**config.mk**
```make
export PLATFORM = sky130hd
export DESIGN_NAME = pqc_top
export DESIGN_NICKNAME = d
export VERILOG_FILES = /design/src/verilog/pqc_pkg.sv /design/src/verilog/pqc_filter.sv /design/src/verilog/pqc_top.sv
export VERILOG_INCLUDE_DIRS = /design/src /design/src/verilog
export SDC_FILE = /design/constraint.sdc
export NUM_CORES = 1
export LEC_CHECK = 0
export ABC_AREA = 1
export BUFFER_PORTS_ARGS = -buffer_cell sky130_fd_sc_hd__clkbuf_2
export CORE_MARGIN = 4
export CORE_UTILIZATION = 60
export CTS_BUF_LIST = sky130_fd_sc_hd__clkbuf_16
export DETAILED_ROUTE_END_ITERATION = 8
export PLACE_DENSITY = 0.8
export SETUP_SLACK_MARGIN = 0.1
export SLEW_MARGIN = 10
export SYNTH_ARGS = -nofsm -noshare
export SYNTH_HDL_FRONTEND = slang
export SYNTH_SLANG_ARGS = --single-unit
```
**constraint.sdc**
```tcl
create_clock -name clk_in -period 6.1 [get_ports clk_in]
set_input_delay 0.915 -clock clk_in [delete_from_list [all_inputs] [get_ports clk_in]]
set_output_delay 0.915 -clock clk_in [all_outputs]
set_load 0.01 [all_outputs]
```
**src/verilog/pqc_map.svh**
```systemverilog
// register offsets, field positions, reset values and timing counts
`ifndef PQC_MAP_SVH
`define PQC_MAP_SVH
// ----------------------------------------------------------------------
// register byte offsets
// ----------------------------------------------------------------------
`define PQC_OFS_CFG 8'h00
`define PQC_OFS_CTRL 8'h04
`define PQC_OFS_CMD 8'h08
`define PQC_OFS_STATE 8'h0c
`define PQC_OFS_FLAGS 8'h10
`define PQC_OFS_TOP 8'h14
`define PQC_OFS_COUNT 8'h18
`define PQC_OFS_OVS 8'h1c
// ----------------------------------------------------------------------
// field positions
// ----------------------------------------------------------------------
`define PQC_CFG_MODE 2:0
`define PQC_CFG_FILT 4
`define PQC_CTRL_DIR 0
`define PQC_CTRL_S1DIR 1
`define PQC_CTRL_INV 2
`define PQC_OVS_LEN 7:0
`define PQC_OVS_FLUT 12
`define PQC_CMD_START 0
`define PQC_CMD_STOP 1
`define PQC_ST_RUN 0
`define PQC_ST_DIR 1
`define PQC_FLG_UF 0
`define PQC_FLG_OF 1
`define PQC_FLG_DC 2
// ----------------------------------------------------------------------
// reset values and writable masks
// ----------------------------------------------------------------------
`define PQC_CFG_RST 32'h0000_0000
`define PQC_CTRL_RST 32'h0000_0000
`define PQC_OVS_RST 32'h0000_0000
`define PQC_TOP_RST 16'hffff
`define PQC_CNT_RST 16'h0000
`define PQC_CFG_MASK 32'h0000_0017
`define PQC_CTRL_MASK 32'h0000_0007
`define PQC_OVS_MASK 32'h0000_10ff
// ----------------------------------------------------------------------
// timing counts
// ----------------------------------------------------------------------
`define PQC_FILT_EXTRA 9'h005
`endif

```
**src/verilog/pqc_pkg.sv**
```systemverilog
// types shared by the pulse and quadrature counter
`default_nettype none
package pqc_pkg;
  // counting modes
  typedef enum logic [2:0] {
    PQC_SAMPLED_SINGLE = 3'b000,
    PQC_PIN_SINGLE = 3'b001,
    PQC_PIN_QUAD = 3'b010,
    PQC_QUAD_X1 = 3'b011,
    PQC_QUAD_X2 = 3'b100,
    PQC_QUAD_X4 = 3'b101
  } pqc_mode_t;
  // decoded software controls
  typedef struct packed {
    pqc_mode_t mode;
    logic filter_enable;
    logic count_direction_select;
    logic second_input_sets_direction;
    logic edge_invert;
    logic [7:0] filter_length;
    logic flutter_removal_enable;
  } pqc_ctrl_t;
endpackage
`default_nettype wire

```
**src/verilog/pqc_filter.sv**
```systemverilog
// input synchroniser and pulse-width filter for one count input
`include "pqc_map.svh"
`default_nettype none
module pqc_filter (
  // clock and reset
  input wire logic clk_in,
  input wire logic rst_n_in,
  // pin and filter settings
  input wire logic pin_in,
  input wire logic filter_on_in,
  input wire logic [7:0] filter_length_in,
  // clean level
  output logic level_out
);
  logic s1, s2, s3, cand;
  logic [8:0] cnt;
  logic [8:0] lim;
  // ----------------------------------------------------------------------
  // synchroniser
  // ----------------------------------------------------------------------
  // RULE25: synchronise before edges
  always_ff @(posedge clk_in or negedge rst_n_in) begin
    if (!rst_n_in) begin
      s1 <= 1'b0;
      s2 <= 1'b0;
      s3 <= 1'b0;
    end else begin
      s1 <= pin_in;
      s2 <= s1;
      s3 <= s2;
    end
  end
  // a change counts only once stages two and three agree
  always_ff @(posedge clk_in or negedge rst_n_in) begin
    if (!rst_n_in) begin
      cand <= 1'b0;
    end else if (s2 == s3) begin
      cand <= s3;
    end
  end
  // ----------------------------------------------------------------------
  // pulse-width filter
  // ----------------------------------------------------------------------
  // RULE23: stable length plus five
  assign lim = {1'b0, filter_length_in} + `PQC_FILT_EXTRA - 9'h001;
  // stability counter, restarts whenever the candidate falls back
  always_ff @(posedge clk_in or negedge rst_n_in) begin
    if (!rst_n_in) begin
      cnt <= 9'h000;
    end else if (!filter_on_in || cand == level_out) begin
      cnt <= 9'h000;
    end else begin
      cnt <= cnt + 9'h001;
    end
  end
  // RULE15: filtered level update
  always_ff @(posedge clk_in or negedge rst_n_in) begin
    if (!rst_n_in) begin
      level_out <= 1'b0;
    end else if (cand != level_out && (!filter_on_in || cnt == lim)) begin
      level_out <= cand;
    end
  end
endmodule // pqc_filter
`default_nettype wire

```
**src/verilog/pqc_top.sv**
```systemverilog
// pulse counter and quadrature decoder with avalon-mm registers
`include "pqc_map.svh"
`default_nettype none
// ----------------------------------------------------------------------
// How it works
// RULE1: count lives in a 16-bit up/down counter readable by software
// RULE2: underflow and overflow set sticky event flags
// RULE3: counting runs only between start and stop commands
// RULE4: sampled single mode counts each detected edge of input a
// RULE5: source keeps input a at most half the sampling rate
// RULE6: invert control makes falling edges of input a count; pin clocked modes still count rising a
// RULE7: single modes count up, or down with direction select alone
// RULE8: with input b steering, b low reverses the chosen direction
// RULE9: pin clocked single counts rising edges of input a
// RULE10: pin clocked modes bypass the pulse-width filter
// RULE11: pin clocked quadrature samples b on both edges of a
// RULE12: exactly one b transition counts; rising gives direction one
// RULE13: a leading b decodes clockwise, a lagging counter-clockwise
// RULE14: quadrature direction is status; a change sets a flag
// RULE15: filter enable filters both inputs using the length field
// RULE16: x1 counts rising a going up, falling a going down
// RULE17: x2 counts both edges of a, x4 both edges of both
// RULE18: quadrature state is the pair b,a in gray order
// RULE19: clockwise steps add one per mode table
// RULE20: counter-clockwise steps subtract one per mode table
// RULE21: encoder toggles at most a quarter of the counter clock
// RULE22: flutter removal counts only repeated same-direction steps
// RULE23: filtered level must hold length plus five cycles
// RULE24: count wraps to zero above top, to top below zero
// RULE25: inputs pass a synchroniser before decoding
// ----------------------------------------------------------------------
module pqc_top
  import pqc_pkg::*;
#(
  parameter int COUNT_W = 16
) (
  // clock and reset
  input wire logic clk_in,
  input wire logic rst_n_in,
  // avalon-mm slave
  input wire logic [7:0] avs_address_in,
  input wire logic avs_read_in,
  input wire logic avs_write_in,
  input wire logic [31:0] avs_writedata_in,
  input wire logic [3:0] avs_byteenable_in,
  output logic [31:0] avs_readdata_out,
  output logic avs_waitrequest_out,
  // encoder or sensor pins
  input wire logic count_input_a_in,
  input wire logic count_input_b_in
);
  // ----------------------------------------------------------------------
  // elaboration checks
  // ----------------------------------------------------------------------
  if (COUNT_W < 2 || COUNT_W > 16) begin : g_bad_width
    $error("COUNT_W must lie in 2..16");
  end

  // ----------------------------------------------------------------------
  // functions
  // ----------------------------------------------------------------------
  // byte-lane merge of a bus write into a stored word
  function automatic logic [31:0] lane_merge(input logic [31:0] old,
      input logic [31:0] wd, input logic [3:0] be, input logic [31:0] m);
    logic [31:0] r;
    r = old;
    for (int i = 0; i < 4; i++) begin
      if (be[i]) begin
        r[i*8 +: 8] = wd[i*8 +: 8];
      end
    end
    lane_merge = r & m;
  endfunction

  // quadrature step, state pairs are {b, a}; result is {down, up}
  function automatic logic [1:0] quad_step(input logic [1:0] prv,
      input logic [1:0] nxt, input pqc_mode_t m);
    logic x2, x4;
    x4 = (m == PQC_QUAD_X4);
    x2 = (m == PQC_QUAD_X2) || x4;
    case ({prv, nxt})
      4'h1: quad_step = 2'b01;
      4'he: quad_step = {1'b0, x2};
      4'h7, 4'h8: quad_step = {1'b0, x4};
      4'h4: quad_step = 2'b10;
      4'hb: quad_step = {x2, 1'b0};
      4'hd, 4'h2: quad_step = {x4, 1'b0};
      default: quad_step = 2'b00;
    endcase
  endfunction

  // ----------------------------------------------------------------------
  // declarations
  // ----------------------------------------------------------------------
  logic [31:0] cfg_w, ctrl_w, ovs_w;
  pqc_ctrl_t ctl;
  logic [COUNT_W-1:0] count_value;
  logic [COUNT_W-1:0] top_value;
  logic [2:0] flags;
  logic running, dir_status, last_dir;
  logic a, b, pa, pb, b_at_fall;
  logic ae, be, pae, pbe;
  logic oversampled, quad_ovs;
  logic step_up, step_dn, quad_seen, quad_dir, quad_cnt;
  logic [1:0] qs;
  logic at_top, at_zero;
  logic req, bus_go, wr_go;
  logic cmd_start, cmd_stop;
  logic [2:0] flag_clr, flag_set;

  // ----------------------------------------------------------------------
  // control decode
  // ----------------------------------------------------------------------
  assign ctl.mode = pqc_mode_t'(cfg_w[`PQC_CFG_MODE]);
  assign ctl.filter_enable = cfg_w[`PQC_CFG_FILT];
  assign ctl.count_direction_select = ctrl_w[`PQC_CTRL_DIR];
  assign ctl.second_input_sets_direction = ctrl_w[`PQC_CTRL_S1DIR];
  assign ctl.edge_invert = ctrl_w[`PQC_CTRL_INV];
  assign ctl.filter_length = ovs_w[`PQC_OVS_LEN];
  assign ctl.flutter_removal_enable = ovs_w[`PQC_OVS_FLUT];
  assign oversampled = (ctl.mode == PQC_SAMPLED_SINGLE) || quad_ovs;
  assign quad_ovs = (ctl.mode == PQC_QUAD_X1) ||
                    (ctl.mode == PQC_QUAD_X2) || (ctl.mode == PQC_QUAD_X4);

  // ----------------------------------------------------------------------
  // input conditioning
  // ----------------------------------------------------------------------
  // RULE10: filter only in oversampled modes
  pqc_filter u_filt_a (
    .clk_in(clk_in),
    .rst_n_in(rst_n_in),
    .pin_in(count_input_a_in),
    .filter_on_in(ctl.filter_enable && oversampled),
    .filter_length_in(ctl.filter_length),
    .level_out(a)
  );
  pqc_filter u_filt_b (
    .clk_in(clk_in),
    .rst_n_in(rst_n_in),
    .pin_in(count_input_b_in),
    .filter_on_in(ctl.filter_enable && oversampled),
    .filter_length_in(ctl.filter_length),
    .level_out(b)
  );

  // previous levels for edge detection
  always_ff @(posedge clk_in or negedge rst_n_in) begin
    if (!rst_n_in) begin
      pa <= 1'b0;
      pb <= 1'b0;
    end else begin
      pa <= a;
      pb <= b;
    end
  end

  // RULE6: inversion; a in sampled single and x1/x2/x4, b also in pin single, none in pin quadrature
  always_comb begin
    ae = a ^ (ctl.edge_invert && ctl.mode != PQC_PIN_SINGLE &&
              ctl.mode != PQC_PIN_QUAD);
    pae = pa ^ (ctl.edge_invert && ctl.mode != PQC_PIN_SINGLE &&
                ctl.mode != PQC_PIN_QUAD);
    be = b ^ (ctl.edge_invert && ctl.mode != PQC_PIN_QUAD);
    pbe = pb ^ (ctl.edge_invert && ctl.mode != PQC_PIN_QUAD);
  end

  // b level caught at each falling edge of a in every mode, used in pin quadrature only
  // RULE11: sample b on both a edges
  always_ff @(posedge clk_in or negedge rst_n_in) begin
    if (!rst_n_in) begin
      b_at_fall <= 1'b0;
    end else if (pa && !a) begin
      b_at_fall <= b;
    end
  end

  // ----------------------------------------------------------------------
  // step decode
  // ----------------------------------------------------------------------
  assign qs = quad_step({pbe, pae}, {be, ae}, ctl.mode);
  always_comb begin
    step_up = 1'b0;
    step_dn = 1'b0;
    quad_seen = 1'b0;
    quad_dir = 1'b0;
    quad_cnt = 1'b0;
    case (ctl.mode)
      PQC_SAMPLED_SINGLE, PQC_PIN_SINGLE: begin
        // RULE4: count detected a edges
        // RULE9: rising a clocks the count
        if (ae && !pae) begin
          // RULE7: default up, select turns down
          // RULE8: b low reverses direction
          if (ctl.second_input_sets_direction && !be) begin
            step_up = ctl.count_direction_select;
          end else begin
            step_up = !ctl.count_direction_select;
          end
          step_dn = !step_up;
        end
      end
      PQC_PIN_QUAD: begin
        // RULE12: one b transition enables count
        if (a && !pa && (b != b_at_fall)) begin
          quad_seen = 1'b1;
          quad_dir = b;
          quad_cnt = 1'b1;
          step_up = b;
          step_dn = !b;
        end
      end
      PQC_QUAD_X1, PQC_QUAD_X2, PQC_QUAD_X4: begin
        // RULE16: x1 rise up, fall down
        // RULE17: x2 and x4 edge sets
        // RULE18: gray state pairs b,a
        // RULE19: clockwise add one
        // RULE20: counter-clockwise subtract one
        if (qs != 2'b00) begin
          quad_seen = 1'b1;
          // RULE13: a leading b is clockwise
          quad_dir = qs[0];
          // RULE22: flutter hold on reversal
          quad_cnt = !ctl.flutter_removal_enable || (qs[0] == last_dir);
          step_up = qs[0] && quad_cnt;
          step_dn = qs[1] && quad_cnt;
        end
      end
      default: begin
        step_up = 1'b0;
      end
    endcase
  end

  // direction of the last considered quadrature step
  always_ff @(posedge clk_in or negedge rst_n_in) begin
    if (!rst_n_in) begin
      last_dir <= 1'b0;
    end else if (running && quad_seen) begin
      last_dir <= quad_dir;
    end
  end

  // RULE14: direction status in quadrature
  always_ff @(posedge clk_in or negedge rst_n_in) begin
    if (!rst_n_in) begin
      dir_status <= 1'b0;
    end else if (running && quad_seen && quad_cnt) begin
      dir_status <= quad_dir;
    end
  end

  // ----------------------------------------------------------------------
  // counter
  // ----------------------------------------------------------------------
  assign at_top = (count_value == top_value);
  assign at_zero = (count_value == '0);

  // RULE3: start and stop commands; stop wins if both
  always_ff @(posedge clk_in or negedge rst_n_in) begin
    if (!rst_n_in) begin
      running <= 1'b0;
    end else if (cmd_stop) begin
      running <= 1'b0;
    end else if (cmd_start) begin
      running <= 1'b1;
    end
  end

  // RULE1: up/down count register
  // RULE24: wrap at top and zero
  always_ff @(posedge clk_in or negedge rst_n_in) begin
    if (!rst_n_in) begin
      count_value <= COUNT_W'(`PQC_CNT_RST);
    end else if (running && step_up) begin
      count_value <= at_top ? '0 : count_value + 1'b1;
    end else if (running && step_dn) begin
      count_value <= at_zero ? top_value : count_value - 1'b1;
    end
  end

  // RULE2: wrap events set flags
  always_comb begin
    flag_set = 3'b000;
    flag_set[`PQC_FLG_UF] = running && step_dn && at_zero;
    flag_set[`PQC_FLG_OF] = running && step_up && at_top;
    flag_set[`PQC_FLG_DC] = running && quad_seen && quad_cnt &&
                            (quad_dir != dir_status);
  end

  // sticky flags, a set in the clearing cycle wins
  always_ff @(posedge clk_in or negedge rst_n_in) begin
    if (!rst_n_in) begin
      flags <= 3'b000;
    end else begin
      flags <= (flags & ~flag_clr) | flag_set;
    end
  end

  // ----------------------------------------------------------------------
  // avalon-mm slave
  // ----------------------------------------------------------------------
  assign req = avs_read_in || avs_write_in;
  assign bus_go = req && !avs_waitrequest_out;
  assign wr_go = bus_go && avs_write_in;
  assign cmd_start = wr_go && avs_address_in == `PQC_OFS_CMD &&
                     avs_byteenable_in[0] &&
                     avs_writedata_in[`PQC_CMD_START];
  assign cmd_stop = wr_go && avs_address_in == `PQC_OFS_CMD &&
                    avs_byteenable_in[0] &&
                    avs_writedata_in[`PQC_CMD_STOP];
  assign flag_clr = (wr_go && avs_address_in == `PQC_OFS_FLAGS &&
                     avs_byteenable_in[0]) ? avs_writedata_in[2:0] : 3'b000;

  // one wait cycle per access; low for exactly one cycle
  always_ff @(posedge clk_in or negedge rst_n_in) begin
    if (!rst_n_in) begin
      avs_waitrequest_out <= 1'b1;
    end else begin
      avs_waitrequest_out <= !(req && avs_waitrequest_out);
    end
  end

  // read data captured when the request is first seen
  always_ff @(posedge clk_in or negedge rst_n_in) begin
    if (!rst_n_in) begin
      avs_readdata_out <= 32'h0000_0000;
    end else if (avs_read_in && avs_waitrequest_out) begin
      case (avs_address_in)
        `PQC_OFS_CFG: avs_readdata_out <= cfg_w;
        `PQC_OFS_CTRL: avs_readdata_out <= ctrl_w;
        `PQC_OFS_STATE: avs_readdata_out <= {30'h0, dir_status, running};
        `PQC_OFS_FLAGS: avs_readdata_out <= {29'h0, flags};
        `PQC_OFS_TOP: avs_readdata_out <= 32'(top_value);
        `PQC_OFS_COUNT: avs_readdata_out <= 32'(count_value);
        `PQC_OFS_OVS: avs_readdata_out <= ovs_w;
        default: avs_readdata_out <= 32'h0000_0000;
      endcase
    end
  end

  // configuration words; unmapped writes are dropped
  always_ff @(posedge clk_in or negedge rst_n_in) begin
    if (!rst_n_in) begin
      cfg_w <= `PQC_CFG_RST;
      ctrl_w <= `PQC_CTRL_RST;
      ovs_w <= `PQC_OVS_RST;
    end else if (wr_go) begin
      case (avs_address_in)
        `PQC_OFS_CFG: cfg_w <= lane_merge(cfg_w, avs_writedata_in,
            avs_byteenable_in, `PQC_CFG_MASK);
        `PQC_OFS_CTRL: ctrl_w <= lane_merge(ctrl_w, avs_writedata_in,
            avs_byteenable_in, `PQC_CTRL_MASK);
        `PQC_OFS_OVS: ovs_w <= lane_merge(ovs_w, avs_writedata_in,
            avs_byteenable_in, `PQC_OVS_MASK);
        default: cfg_w <= cfg_w;
      endcase
    end
  end

  // top value; software keeps count below a newly written top
  always_ff @(posedge clk_in or negedge rst_n_in) begin
    if (!rst_n_in) begin
      top_value <= COUNT_W'(`PQC_TOP_RST);
    end else if (wr_go && avs_address_in == `PQC_OFS_TOP) begin
      top_value <= COUNT_W'(lane_merge(32'(top_value), avs_writedata_in,
          avs_byteenable_in, 32'h0000_ffff));
    end
  end
endmodule // pqc_top
`default_nettype wire

```
==> metrics.csv, run 1 <==
stage,metric,value,unit
clock_tree,Worst-Skew Late Latency,0.36,ns
timing,Setup TNS,0,ns
routing,Final ANT Viol Nets,0,
timing,max-slew violations,0,
hold_path,Hold Startpoint,u_filt_a.s1,
critical_path,crit path launch type,flip-flop,
cells_and_area,area growth from synthesis to layout,8.53,%
global_route,first-pass GRT wire length,27.1,mm
critical_path,WP data arrival,2.89,ns
synth,sequential share of the synthesized area,39.7,%
floorplan,core area,0.0104,mm²
pwr,Leak,3.43,nW
clock_tree,Clock Tree Root,clkbuf_16,
synth,average size of a mapped cell,7.12,µm²
placement,Placer Congestion,0.923,
synth,ys async rst share,100,%
clock_tree,hold buffer count at CTS,0,
timing,Tmin final,2.60,ns
clock_tree,worst-case clock buffer depth,2,
critical_path,CP max-delay cell,dfrtp_1,
floorplan,Die W,112,µm
floorplan,Placement Rows,37,
synth,number of synthesized flops with an enable pin,0,
cells_and_area,Layout Utilization,67.5,%
floorplan,Die H,112,µm
routing,routed len/inst,14.6,µm
global_route,global route total overflow,0,
run_status,status,completed,
clock_tree,"Setup Fix Bufs, Post-CTS",0,
critical_path,crit-path max cell delay,0.43,ns
cells_and_area,Final Instance Count excl. Fillers,1084,
routing,1st-iter DRT viols,542,
critical_path,worst r2r path cells,17,
flow_run,Max Cap Viol,0,
routing,routed via count,5937,
timing,Setup Viol. Count Final,0,
routing,vias per cell,5.48,
placement,placed cell count,1068,
cells_and_area,share of post-route cells with drive strength above 1,10.8,%
clock_tree,clk slew on worst S/H paths,0.07,ns
critical_path,Reg-to-Reg Start,cfg_w[0],
clock_tree,cts repair resizes,0,
clock_tree,Num CTS Buffers,9,
critical_path,worst path cell trace,"inv_1, nand3_4, nand2_4, inv_2, nand2_1, nand2_2, nor2_1, nand2_1, nand2_1, nand2_1, nand2_2, o211ai_2, nand2_4, nand2_4, nand2_4, nand2_1, nand2_1",
timing,max frequency,385,MHz
timing,count of final hold-check violations,0,
hold_path,Worst Hold Depth,0,
cells_and_area,fillcell total,900,
synth,Post-Synthesis Cells,910,
floorplan,Die Area,0.0125,mm²
critical_path,R2R setup slack,3.50,ns
floorplan,I/O pins,83,
synth,area of the mapped netlist,0.00648,mm²
routing,Pre-antenna DRT Iters,5,
clock_tree,CTS Sinks,102,
pwr,pwr/cell area,300,mW/mm²
timing,Clock Skew,0.00684,ns
global_route,antenna violations before repair,0,
cells_and_area,ANT cells,0,
floorplan,Starting Density,62.2,%
timing,RSZ-0062 raised after global routing,no,
synth,total of warnings raised by yosys,0,
cells_and_area,nets,999,
pwr,total power,2.11,mW
timing,period utilisation layout,42.6,%
clock_tree,CTS tree,done,
timing,actual slew at the worst max-slew pin,0.818,ns
global_route,Total GRT Usage,26.1,%
hold_path,Hold EP,u_filt_a.s2,
placement,hpwl dp,11.6,mm
synth,"Top FF cell, synth",dfrtp_1,
routing,DR DRC count,0,
global_route,largest net degree at the start of global routing,65,
critical_path,Critical Path Fanout Max,34,
critical_path,Setup crit end kind,flip-flop,
synth,library cells used by synthesis,46,
critical_path,CP most frequent cell,nand2_1,
hold_path,Hold Crit Class,reg2reg,
pwr,Worst VDD drop,0.199,mV
synth,Yosys reg bits,102,
critical_path,CP required,6.40,ns
routing,Post-Route WL,15.8,mm
clock_tree,H-tree depth,3,
global_route,vias in the first global route,5598,
critical_path,reg2reg end,count_value[9],
timing,max_slew headroom,45.4,%
critical_path,CP Class,reg2reg,
placement,Port Buffers,48,
==> final cells by class <==
class	instances	area, µm²	area share, %
repair buffers	49	250	3.56
multi-input cells	676	3320	47.2
clock inverters	7	104	1.48
clock buffers	9	225	3.20
flip-flops and latches	102	2570	36.6
well taps	136	170	2.42
inverters	105	394	5.60
==> worst max-delay path, delay by kind of cell (launching register included) <==
family / cells / cell delay (ns)
flip-flops: 1 / 0.43
buffers and inverters: 2 / 0.23
AND/OR/NAND/NOR: 14 / 1.77
AO/OA/AOI/OAI: 1 / 0.10
==> cells by family after synthesis <==
family          count (synthesis)  synth area share, %
xor+xnor                       27                 3.76
buf+inv                       147                 9.98
fa+ha+maj                       8                 1.47
mux                             1                0.154
flops                         102                 39.7
compound gates                136                 11.9
simple gates                  488                 33.0
other cells                     1               0.0579
==> power by group <==
group	total (mW)	switching, mW	leakage (nW)	internal [mW]
clock	0.638	0.271	0.161	0.366
sequential	0.839	0.106	1.30	0.733
combinational	0.631	0.411	1.97	0.220
==> cells in the mapped netlist (all sizes together), types with 5 or more instances <==
master,n,share of area [%]
o22ai,15,1.4
dfstp,17,6.9
nor4,10,0.97
nand2,269,16
nor2,89,5.2
o21ai,74,5.7
dfrtp,85,33
nand4,20,1.9
buf,25,2.9
nor3b,9,1.0
clkbuf,17,0.98
nand3,61,5.1
a221oi,5,0.68
ha,6,1.2
a21oi,28,2.2
xor2,23,3.2
inv,102,5.9
nor3,25,1.9
==> metrics by stage <==
stage / instance area (µm²) / hold slack [ns] / setup slack (ns)
2_1_floorplan: 6540 / 0.331 / 3.88
3_3_place_gp: 6710 / 0.334 / 3.23
3_5_place_dp: 6710 / 0.336 / 3.21
4_1_cts: 7030 / 0.353 / 3.53
5_1_grt: 7030 / 0.369 / 3.23
6_report: 7030 / 0.352 / 3.50
==> sequential cells by signal, indices dropped and copies added, names as in the netlist, 3 cells and up <==
name / cells
avs_readdata_out: 16
count_value: 16
top_value: 16
ovs_w: 9
u_filt_a.cnt: 9
u_filt_b.cnt: 9
cfg_w: 4
ctrl_w: 3
flags: 3
==> layout by cell type, fill, tap and decap left out, types with 9 or more instances in the layout <==
cell	synthesis	routed
inv_1	99	99
nand3_1	58	58
clkbuf_16	0	9
o21ai_0	72	72
o22ai_1	15	15
nor2_1	88	88
nand2_1	259	259
dfrtp_1	85	85
nand4_1	20	20
dfstp_2	17	17
conb_1	1	16
a21oi_1	28	28
nor3b_1	9	9
clkbuf_2	0	47
nor4_1	10	10
xor2_1	22	22
nor3_1	25	25
==> worst max-delay path by stage <==
stage               cells past startpoint               to              start  slack, ns
finish                                 17   count_value[9]           cfg_w[0]       3.50
global placement                        9    top_value[11]  avs_address_in[7]       3.23
global route                           17   count_value[6]           cfg_w[0]       3.23
floorplan                               9         ovs_w[6]  avs_address_in[7]       3.88
CTS                                    17  count_value[15]           cfg_w[0]       3.53
detailed placement                      9    top_value[11]  avs_address_in[7]       3.21
==> layer usage <==
| metal | share of wire, % | GRT usage, % | vias to the layer above |
|---|---|---|---|
| met5 | 0 | 0 | - |
| met4 | 1.8 | 8.73 | 0 |
| met3 | 7.5 | 3.42 | 22 |
| met2 | 44 | 39.8 | 236 |
| met1 | 47 | 38.7 | 2664 |
| li1 | - | - | 3015 |
(Power assumes the default switching activity.)
==> inputs of run 2 (changes only) <==
--- a/config.mk
+++ b/config.mk
@@ -9,10 +9,10 @@
 export ABC_AREA = 1
 export BUFFER_PORTS_ARGS = -buffer_cell sky130_fd_sc_hd__clkbuf_2
 export CORE_MARGIN = 4
-export CORE_UTILIZATION = 60
+export CORE_UTILIZATION = 59
 export CTS_BUF_LIST = sky130_fd_sc_hd__clkbuf_16
 export DETAILED_ROUTE_END_ITERATION = 8
-export PLACE_DENSITY = 0.8
+export PLACE_DENSITY = 0.79
 export SETUP_SLACK_MARGIN = 0.1
 export SLEW_MARGIN = 10
 export SYNTH_ARGS = -nofsm -noshare
==> constraint.sdc (replaced) <==
create_clock -name clk_in -period 2.7 [get_ports clk_in]
set_input_delay 0.405 -clock clk_in [delete_from_list [all_inputs] [get_ports clk_in]]
set_output_delay 0.405 -clock clk_in [all_outputs]
set_load 0.01 [all_outputs]
==> metrics.csv, run 2 (synthesis gave the netlist of run 1 again) <==
stage,metric,value,unit,change
timing,max frequency,424,MHz,was 385 MHz
floorplan,Die Area,0.0127,mm²,was 0.0125 mm²
pwr,pwr/cell area,646,mW/mm²,was 300 mW/mm²
global_route,Total GRT Usage,25.7,%,was 26.1%
routing,vias per cell,5.54,,was 5.48
pwr,total power,4.59,mW,was 2.11 mW
cells_and_area,fillcell total,964,,was 900
clock_tree,CTS Sinks,102,,unchanged
global_route,vias in the first global route,5583,,was 5598
placement,Place WS,0.323,ns,was 3.21 ns
cells_and_area,share of post-route cells with drive strength above 1,12.0,%,was 10.8%
routing,WL met2,7.02,mm,was 6.90 mm
clock_tree,clk slew on worst S/H paths,0.07,ns,about the same
timing,max_slew headroom,40.7,%,was 45.4%
critical_path,CP Class,reg2reg,,unchanged
placement,hpwl dp,11.9,mm,was 11.6 mm
cells_and_area,Final Instance Count excl. Fillers,1099,,was 1084
critical_path,crit path launch type,flip-flop,,unchanged
routing,Highest Signal Layer,met4,,unchanged
global_route,antenna violations before repair,0,,unchanged
timing,Clock Skew,0.00565,ns,was 0.00684 ns
pwr,Leak,3.46,nW,was 3.43 nW
routing,Pre-antenna DRT Iters,5,,unchanged
timing,Setup Viol. Count Final,0,,unchanged
critical_path,CP required,2.95,ns,was 6.40 ns
critical_path,Critical Path Fanout Max,34,,unchanged
routing,routed len/inst,14.4,µm,was 14.6 µm
routing,WL met3,968,µm,was 1.18 mm
floorplan,Placement Rows,38,,was 37
placement,placed cell count,1083,,was 1068
timing,RSZ-0062 raised after global routing,no,,unchanged
clock_tree,Clock Tree Root,clkbuf_16,,unchanged
floorplan,Starting Density,60.1,%,was 62.2%
timing,max-slew violations,0,,unchanged
global_route,global route total overflow,0,,unchanged
clock_tree,Num CTS Buffers,9,,unchanged
critical_path,WP data arrival,2.60,ns,was 2.89 ns
cells_and_area,Layout Utilization,65.8,%,was 67.5%
critical_path,Reg-to-Reg Start,cfg_w[2],,was cfg_w[0]
flow_run,Max Cap Viol,0,,unchanged
hold_path,Hold Crit Class,in2async,,was reg2reg
timing,hold_ws,0.0179,ns,was 0.352 ns
timing,final worst slack,0.343,ns,was 3.50 ns
cells_and_area,cell area after layout,0.00710,mm²,was 0.00703 mm²
placement,Placed Area,0.00681,mm²,was 0.00671 mm²
routing,routed via count,6083,,was 5937
timing,period utilisation layout,87.3,%,was 42.6%
clock_tree,Worst-Skew Late Latency,0.35,ns,was 0.36 ns
cells_and_area,"commonest non-fill, non-tap cell in the layout",nand2_1,,unchanged
cells_and_area,Largest regs,"avs_readdata_out (16), count_value (16), top_value (16)",,unchanged
critical_path,CP Launch Point,cfg_w[2],,was cfg_w[0]
clock_tree,H-tree depth,3,,unchanged
cells_and_area,ANT cells,0,,unchanged
floorplan,I/O pins,83,,unchanged
floorplan,core area,0.0108,mm²,was 0.0104 mm²
routing,DR DRC count,0,,unchanged
timing,Setup TNS,0,ns,unchanged
global_route,largest net degree at the start of global routing,62,,was 65
clock_tree,hold buffer count at CTS,0,,unchanged
routing,Final ANT Viol Nets,0,,unchanged
routing,1st-iter DRT viols,436,,was 542
routing,Post-Route WL,15.8,mm,about the same
cells_and_area,area growth from synthesis to layout,9.61,%,was 8.53%
timing,Tmin final,2.36,ns,was 2.60 ns
cells_and_area,nets,1010,,was 999
pwr,Worst VDD drop,0.458,mV,was 0.199 mV
routing,routed metal-1 wirelength,7.48,mm,was 7.40 mm
timing,count of final hold-check violations,0,,unchanged
critical_path,Setup crit end kind,flip-flop,,unchanged
floorplan,Die W,113,µm,was 112 µm
clock_tree,CTS tree,done,,unchanged
floorplan,Die H,113,µm,was 112 µm
global_route,first-pass GRT wire length,26.8,mm,was 27.1 mm
placement,Port Buffers,48,,unchanged
placement,Placer Congestion,0.908,,was 0.923
timing,actual slew at the worst max-slew pin,0.889,ns,was 0.818 ns
clock_tree,worst-case clock buffer depth,2,,unchanged
run_status,status,completed,,unchanged
clock_tree,"Setup Fix Bufs, Post-CTS",0,,unchanged
clock_tree,cts repair resizes,0,,unchanged
cells_and_area,most frequent cells in the layout,"nand2_1, inv_1, nor2_1",,unchanged
## run 2: cell count changes in the layout (fill, tap and decap cells not counted), moves of 2 or more
cell | previous run | this run
inv_8 | 2 | 0
clkinvlp_4 | 0 | 2
bufinv_16 | 2 | 0
nand2_4 | 5 | 3
buf_4 | 2 | 12
nand2_8 | 0 | 2
## run 2: path summary, 6_finish.rpt
path	end	slack, ns	cells after the start
setup / recovery	count_value[6]	0.34	18
hold / removal	count_value[13]	0.02	1
setup reg to reg	count_value[6]	0.34	18
hold reg to reg	u_filt_b.s2	0.35	0
max in group asynchronous	top_value[6]	1.94	2
min in group clk_in	u_filt_b.s1	0.16	1
## run 2: critical path: stages (launching register included)
cell	delay (ns)
dfrtp_1	0.45
inv_2	0.14
nand3_4	0.13
nand2_4	0.12
inv_2	0.05
nand2_1	0.07
nand2_2	0.06
nor2_1	0.14
nand2_1	0.07
nand2_1	0.06
nand2_1	0.07
nand2_2	0.10
o211ai_2	0.10
nand2_4	0.09
nand2_4	0.22
nand2_1	0.20
nand2_1	0.06
nand2_1	0.06
nand2_1	0.05
## run 2: power by group
part / total, mW / switching (mW) / internal, mW
Sequential: 1.90 / 0.241 / 1.66
Combinational: 1.48 / 0.938 / 0.539
Clock: 1.22 / 0.592 / 0.627
Total: 4.59 / 1.77 / 2.82
## run 2: layer usage
| layer | up-vias | track usage [%] |
|---|---|---|
| li1 | 3034 | - |
| met1 | 2823 | 37.7 |
| met2 | 199 | 39.3 |
| met3 | 27 | 3.74 |
| met4 | 0 | 8.73 |
| met5 | - | 0 |
## run 2: area by class of cell
| cell class | instances | area (µm²) | share of cell area (%) |
|---|---|---|---|
| clock inverters | 7 | 48.8 | 0.687 |
| well taps | 140 | 175 | 2.47 |
| inverters | 105 | 394 | 5.55 |
| clock buffers | 9 | 225 | 3.17 |
| flip-flops and latches | 102 | 2570 | 36.2 |
| multi-input cells | 676 | 3340 | 47.0 |
| repair buffers | 60 | 345 | 4.86 |
==> inputs of run 3 (changes only) <==
--- a/config.mk
+++ b/config.mk
@@ -13,7 +13,7 @@
 export CTS_BUF_LIST = sky130_fd_sc_hd__clkbuf_16
 export DETAILED_ROUTE_END_ITERATION = 8
 export PLACE_DENSITY = 0.79
-export SETUP_SLACK_MARGIN = 0.1
+export SETUP_SLACK_MARGIN = 0.5
 export SLEW_MARGIN = 10
 export SYNTH_ARGS = -nofsm -noshare
 export SYNTH_HDL_FRONTEND = slang
==> metrics.csv, run 3 (synthesis gave the netlist of run 1 again) <==
stage,metric,value,unit,change
run_status,status,completed,,unchanged
placement,Placer Congestion,0.908,,unchanged
critical_path,Critical Path Fanout Max,8,,was 34
cells_and_area,area growth from synthesis to layout,16.6,%,was 9.61%
timing,Setup TNS,0,ns,unchanged
placement,Port Buffers,48,,unchanged
routing,DR DRC count,0,,unchanged
pwr,Reg power frac,40.1,%,was 41.3%
critical_path,cell family with most CP delay,simple AND/OR/NAND/NOR gates,,unchanged
routing,routed via count,6336,,was 6083
clock_tree,worst-case clock buffer depth,2,,unchanged
floorplan,Die H,113,µm,unchanged
clock_tree,H-tree depth,3,,unchanged
clock_tree,clk slew on worst S/H paths,0.07,ns,about the same
timing,period utilisation layout,85.5,%,was 87.3%
clock_tree,Clock Tree Root,clkbuf_16,,unchanged
global_route,first-pass GRT wire length,27.3,mm,was 26.8 mm
critical_path,CP Class,reg2reg,,unchanged
timing,actual slew at the worst max-slew pin,1.41,ns,was 0.889 ns
critical_path,Worst Path Buf+Inv,1,,was 2
critical_path,worst r2r path cells,15,,was 18
critical_path,worst path cell trace,"nand3_4, nand2_2, nand2_2, nor2_2, nand2_1, nand2_1, nand2_2, nand2_2, o211ai_2, nand2_4, clkbuf_16, nand3_1, nand2_1, nand2_1, nand2_1",,"was inv_2, nand3_4, nand2_4, inv_2, nand2_1, nand2_2, nor2_1, nand2_1, nand2_1, nand2_1, nand2_2, o211ai_2, nand2_4, nand2_4, nand2_1, nand2_1, nand2_1, nand2_1"
critical_path,CP Depth,15,,was 18
timing,Tmin final,2.31,ns,was 2.36 ns
placement,hpwl dp,11.9,mm,unchanged
floorplan,Starting Density,60.1,%,unchanged
pwr,P_int,2.89,mW,was 2.82 mW
routing,vias per cell,5.67,,was 5.54
pwr,Clock power frac,25.9,%,was 26.5%
pwr,Psw,1.87,mW,was 1.77 mW
critical_path,CP most frequent cell,nand2_1,,unchanged
cells_and_area,nets,1029,,was 1010
critical_path,WP data arrival,2.61,ns,was 2.60 ns
timing,max frequency,433,MHz,was 424 MHz
global_route,Total GRT Usage,26.3,%,was 25.7%
critical_path,R2R setup slack,0.39,ns,was 0.34 ns
pwr,Leak,3.59,nW,was 3.46 nW
floorplan,Placement Rows,38,,unchanged
cells_and_area,share of post-route cells with drive strength above 1,18.7,%,was 12.0%
routing,1st-iter DRT viols,465,,was 436
floorplan,Die W,113,µm,unchanged
clock_tree,CTS Sinks,102,,unchanged
flow_run,Max Cap Viol,0,,unchanged
clock_tree,CTS tree,done,,unchanged
critical_path,CP Launch Point,ctrl_w[2],,was cfg_w[2]
critical_path,CP required,3.00,ns,was 2.95 ns
timing,max-slew violations,0,,unchanged
routing,Pre-antenna DRT Iters,5,,unchanged
hold_path,Hold Crit Class,in2async,,unchanged
cells_and_area,ANT cells,0,,unchanged
global_route,global route total overflow,0,,unchanged
critical_path,CP max-delay cell,dfrtp_1,,unchanged
pwr,Worst VDD drop,0.463,mV,was 0.458 mV
floorplan,core area,0.0108,mm²,unchanged
floorplan,I/O pins,83,,unchanged
cells_and_area,fillcell total,867,,was 964
routing,routed len/inst,15.4,µm,was 14.4 µm
timing,Setup Viol. Count Final,0,,unchanged
critical_path,crit path to,count_value[7],,was count_value[6]
global_route,vias in the first global route,5720,,was 5583
timing,max_slew headroom,5.82,%,was 40.7%
cells_and_area,most frequent cells in the layout,"nand2_1, inv_1, nor2_1",,unchanged
floorplan,Die Area,0.0127,mm²,unchanged
critical_path,Reg-to-Reg Start,ctrl_w[2],,was cfg_w[2]
critical_path,Setup crit end kind,flip-flop,,unchanged
clock_tree,hold buffer count at CTS,0,,unchanged
clock_tree,Num CTS Buffers,9,,unchanged
routing,Final ANT Viol Nets,0,,unchanged
clock_tree,Worst-Skew Late Latency,0.36,ns,was 0.35 ns
cells_and_area,Final Instance Count excl. Fillers,1118,,was 1099
pwr,Switching Share,39.3,%,was 38.5%
cells_and_area,Largest regs,"avs_readdata_out (16), count_value (16), top_value (16)",,unchanged
timing,Clock Skew,0.00664,ns,was 0.00565 ns
global_route,largest net degree at the start of global routing,62,,unchanged
pwr,pwr/cell area,631,mW/mm²,was 646 mW/mm²
routing,Post-Route WL,17.2,mm,was 15.8 mm
global_route,antenna violations before repair,0,,unchanged
cells_and_area,"commonest non-fill, non-tap cell in the layout",nand2_1,,unchanged
timing,count of final hold-check violations,0,,unchanged
placement,placed cell count,1083,,unchanged
critical_path,reg2reg end,count_value[7],,was count_value[6]
critical_path,crit path launch type,flip-flop,,unchanged
pwr,combinational share of power,34.1,%,was 32.2%
critical_path,crit-path max cell delay,0.64,ns,was 0.45 ns
timing,RSZ-0062 raised after global routing,yes,,was no
-- run 3: cell types whose count changed in the layout (fill, tap and decap cells not counted), moves of 3 or more --
cell,delta
buf_4,+11
dfrtp_1,-8
dfrtp_2,+8
nand2_1,-20
nand2_2,+13
nand2_4,+8
nand2_8,+4
nor2_1,-9
nor2_2,+7
o21ai_0,-3
o21ai_2,+3
-- run 3: power by group through the flow --
| stage | Combinational [mW] | Sequential [mW] | Clock [mW] |
|---|---|---|---|
| after floorplan | 1.18 | 1.79 | 0 |
| after global placement | 1.41 | 1.91 | 0 |
| after detailed placement | 1.44 | 1.90 | 0 |
| after CTS | 1.48 | 1.89 | 1.24 |
| after global routing | 1.81 | 1.92 | 1.30 |
| final | 1.62 | 1.91 | 1.23 |
-- run 3: layout make-up --
| cell class | count | area (µm²) | area share (%) |
|---|---|---|---|
| clock inverters | 7 | 48.8 | 0.645 |
| flip-flops and latches | 102 | 2580 | 34.2 |
| inverters | 105 | 404 | 5.35 |
| well taps | 140 | 175 | 2.32 |
| multi-input cells | 681 | 3640 | 48.1 |
| clock buffers | 9 | 225 | 2.98 |
| repair buffers | 74 | 484 | 6.41 |
-- run 3: per-layer routing --
metal	vias up	GRT usage, %	routed length, µm
met5	-	0	0
met4	0	9.38	365
met2	272	40.8	7940
li1	3079	-	-
met3	34	3.64	1260
met1	2951	38.1	7680
-- run 3: worst min-delay path by stage --
stage                startpoint                   to  slack [ns]
finish                 rst_n_in      count_value[13]        0.02
global route           rst_n_in      count_value[12]        0.07
CTS                    rst_n_in      count_value[13]        0.04
detailed placement  u_filt_b.s1          u_filt_b.s2        0.34
global placement    u_filt_b.s1          u_filt_b.s2        0.33
floorplan              rst_n_in  avs_readdata_out[0]        0.11
-- run 3: what timing repair did --
item                                    CTS  global route
pin swaps                                 2            20
endpoints found under the setup margin   18            22
endpoints found under the hold margin     0             0
cloned                                    2             4
buffers inserted                          8             5
resized for setup                        14            69
-- run 3: stage by stage --
step                      cell area [µm²]  power [mW]  hold slack (ns)  setup WS [ns]  util (%)
after floorplan                      6540        2.97            0.109          0.682         -
after global placement               6810        3.33            0.334          0.389      63.1
after detailed placement             6810        3.34            0.336          0.323      63.1
after CTS                            7220        4.60           0.0353          0.500      66.9
after global routing                 7560        5.04           0.0691          0.286      70.0
final                                7560        4.77           0.0183          0.391      70.0
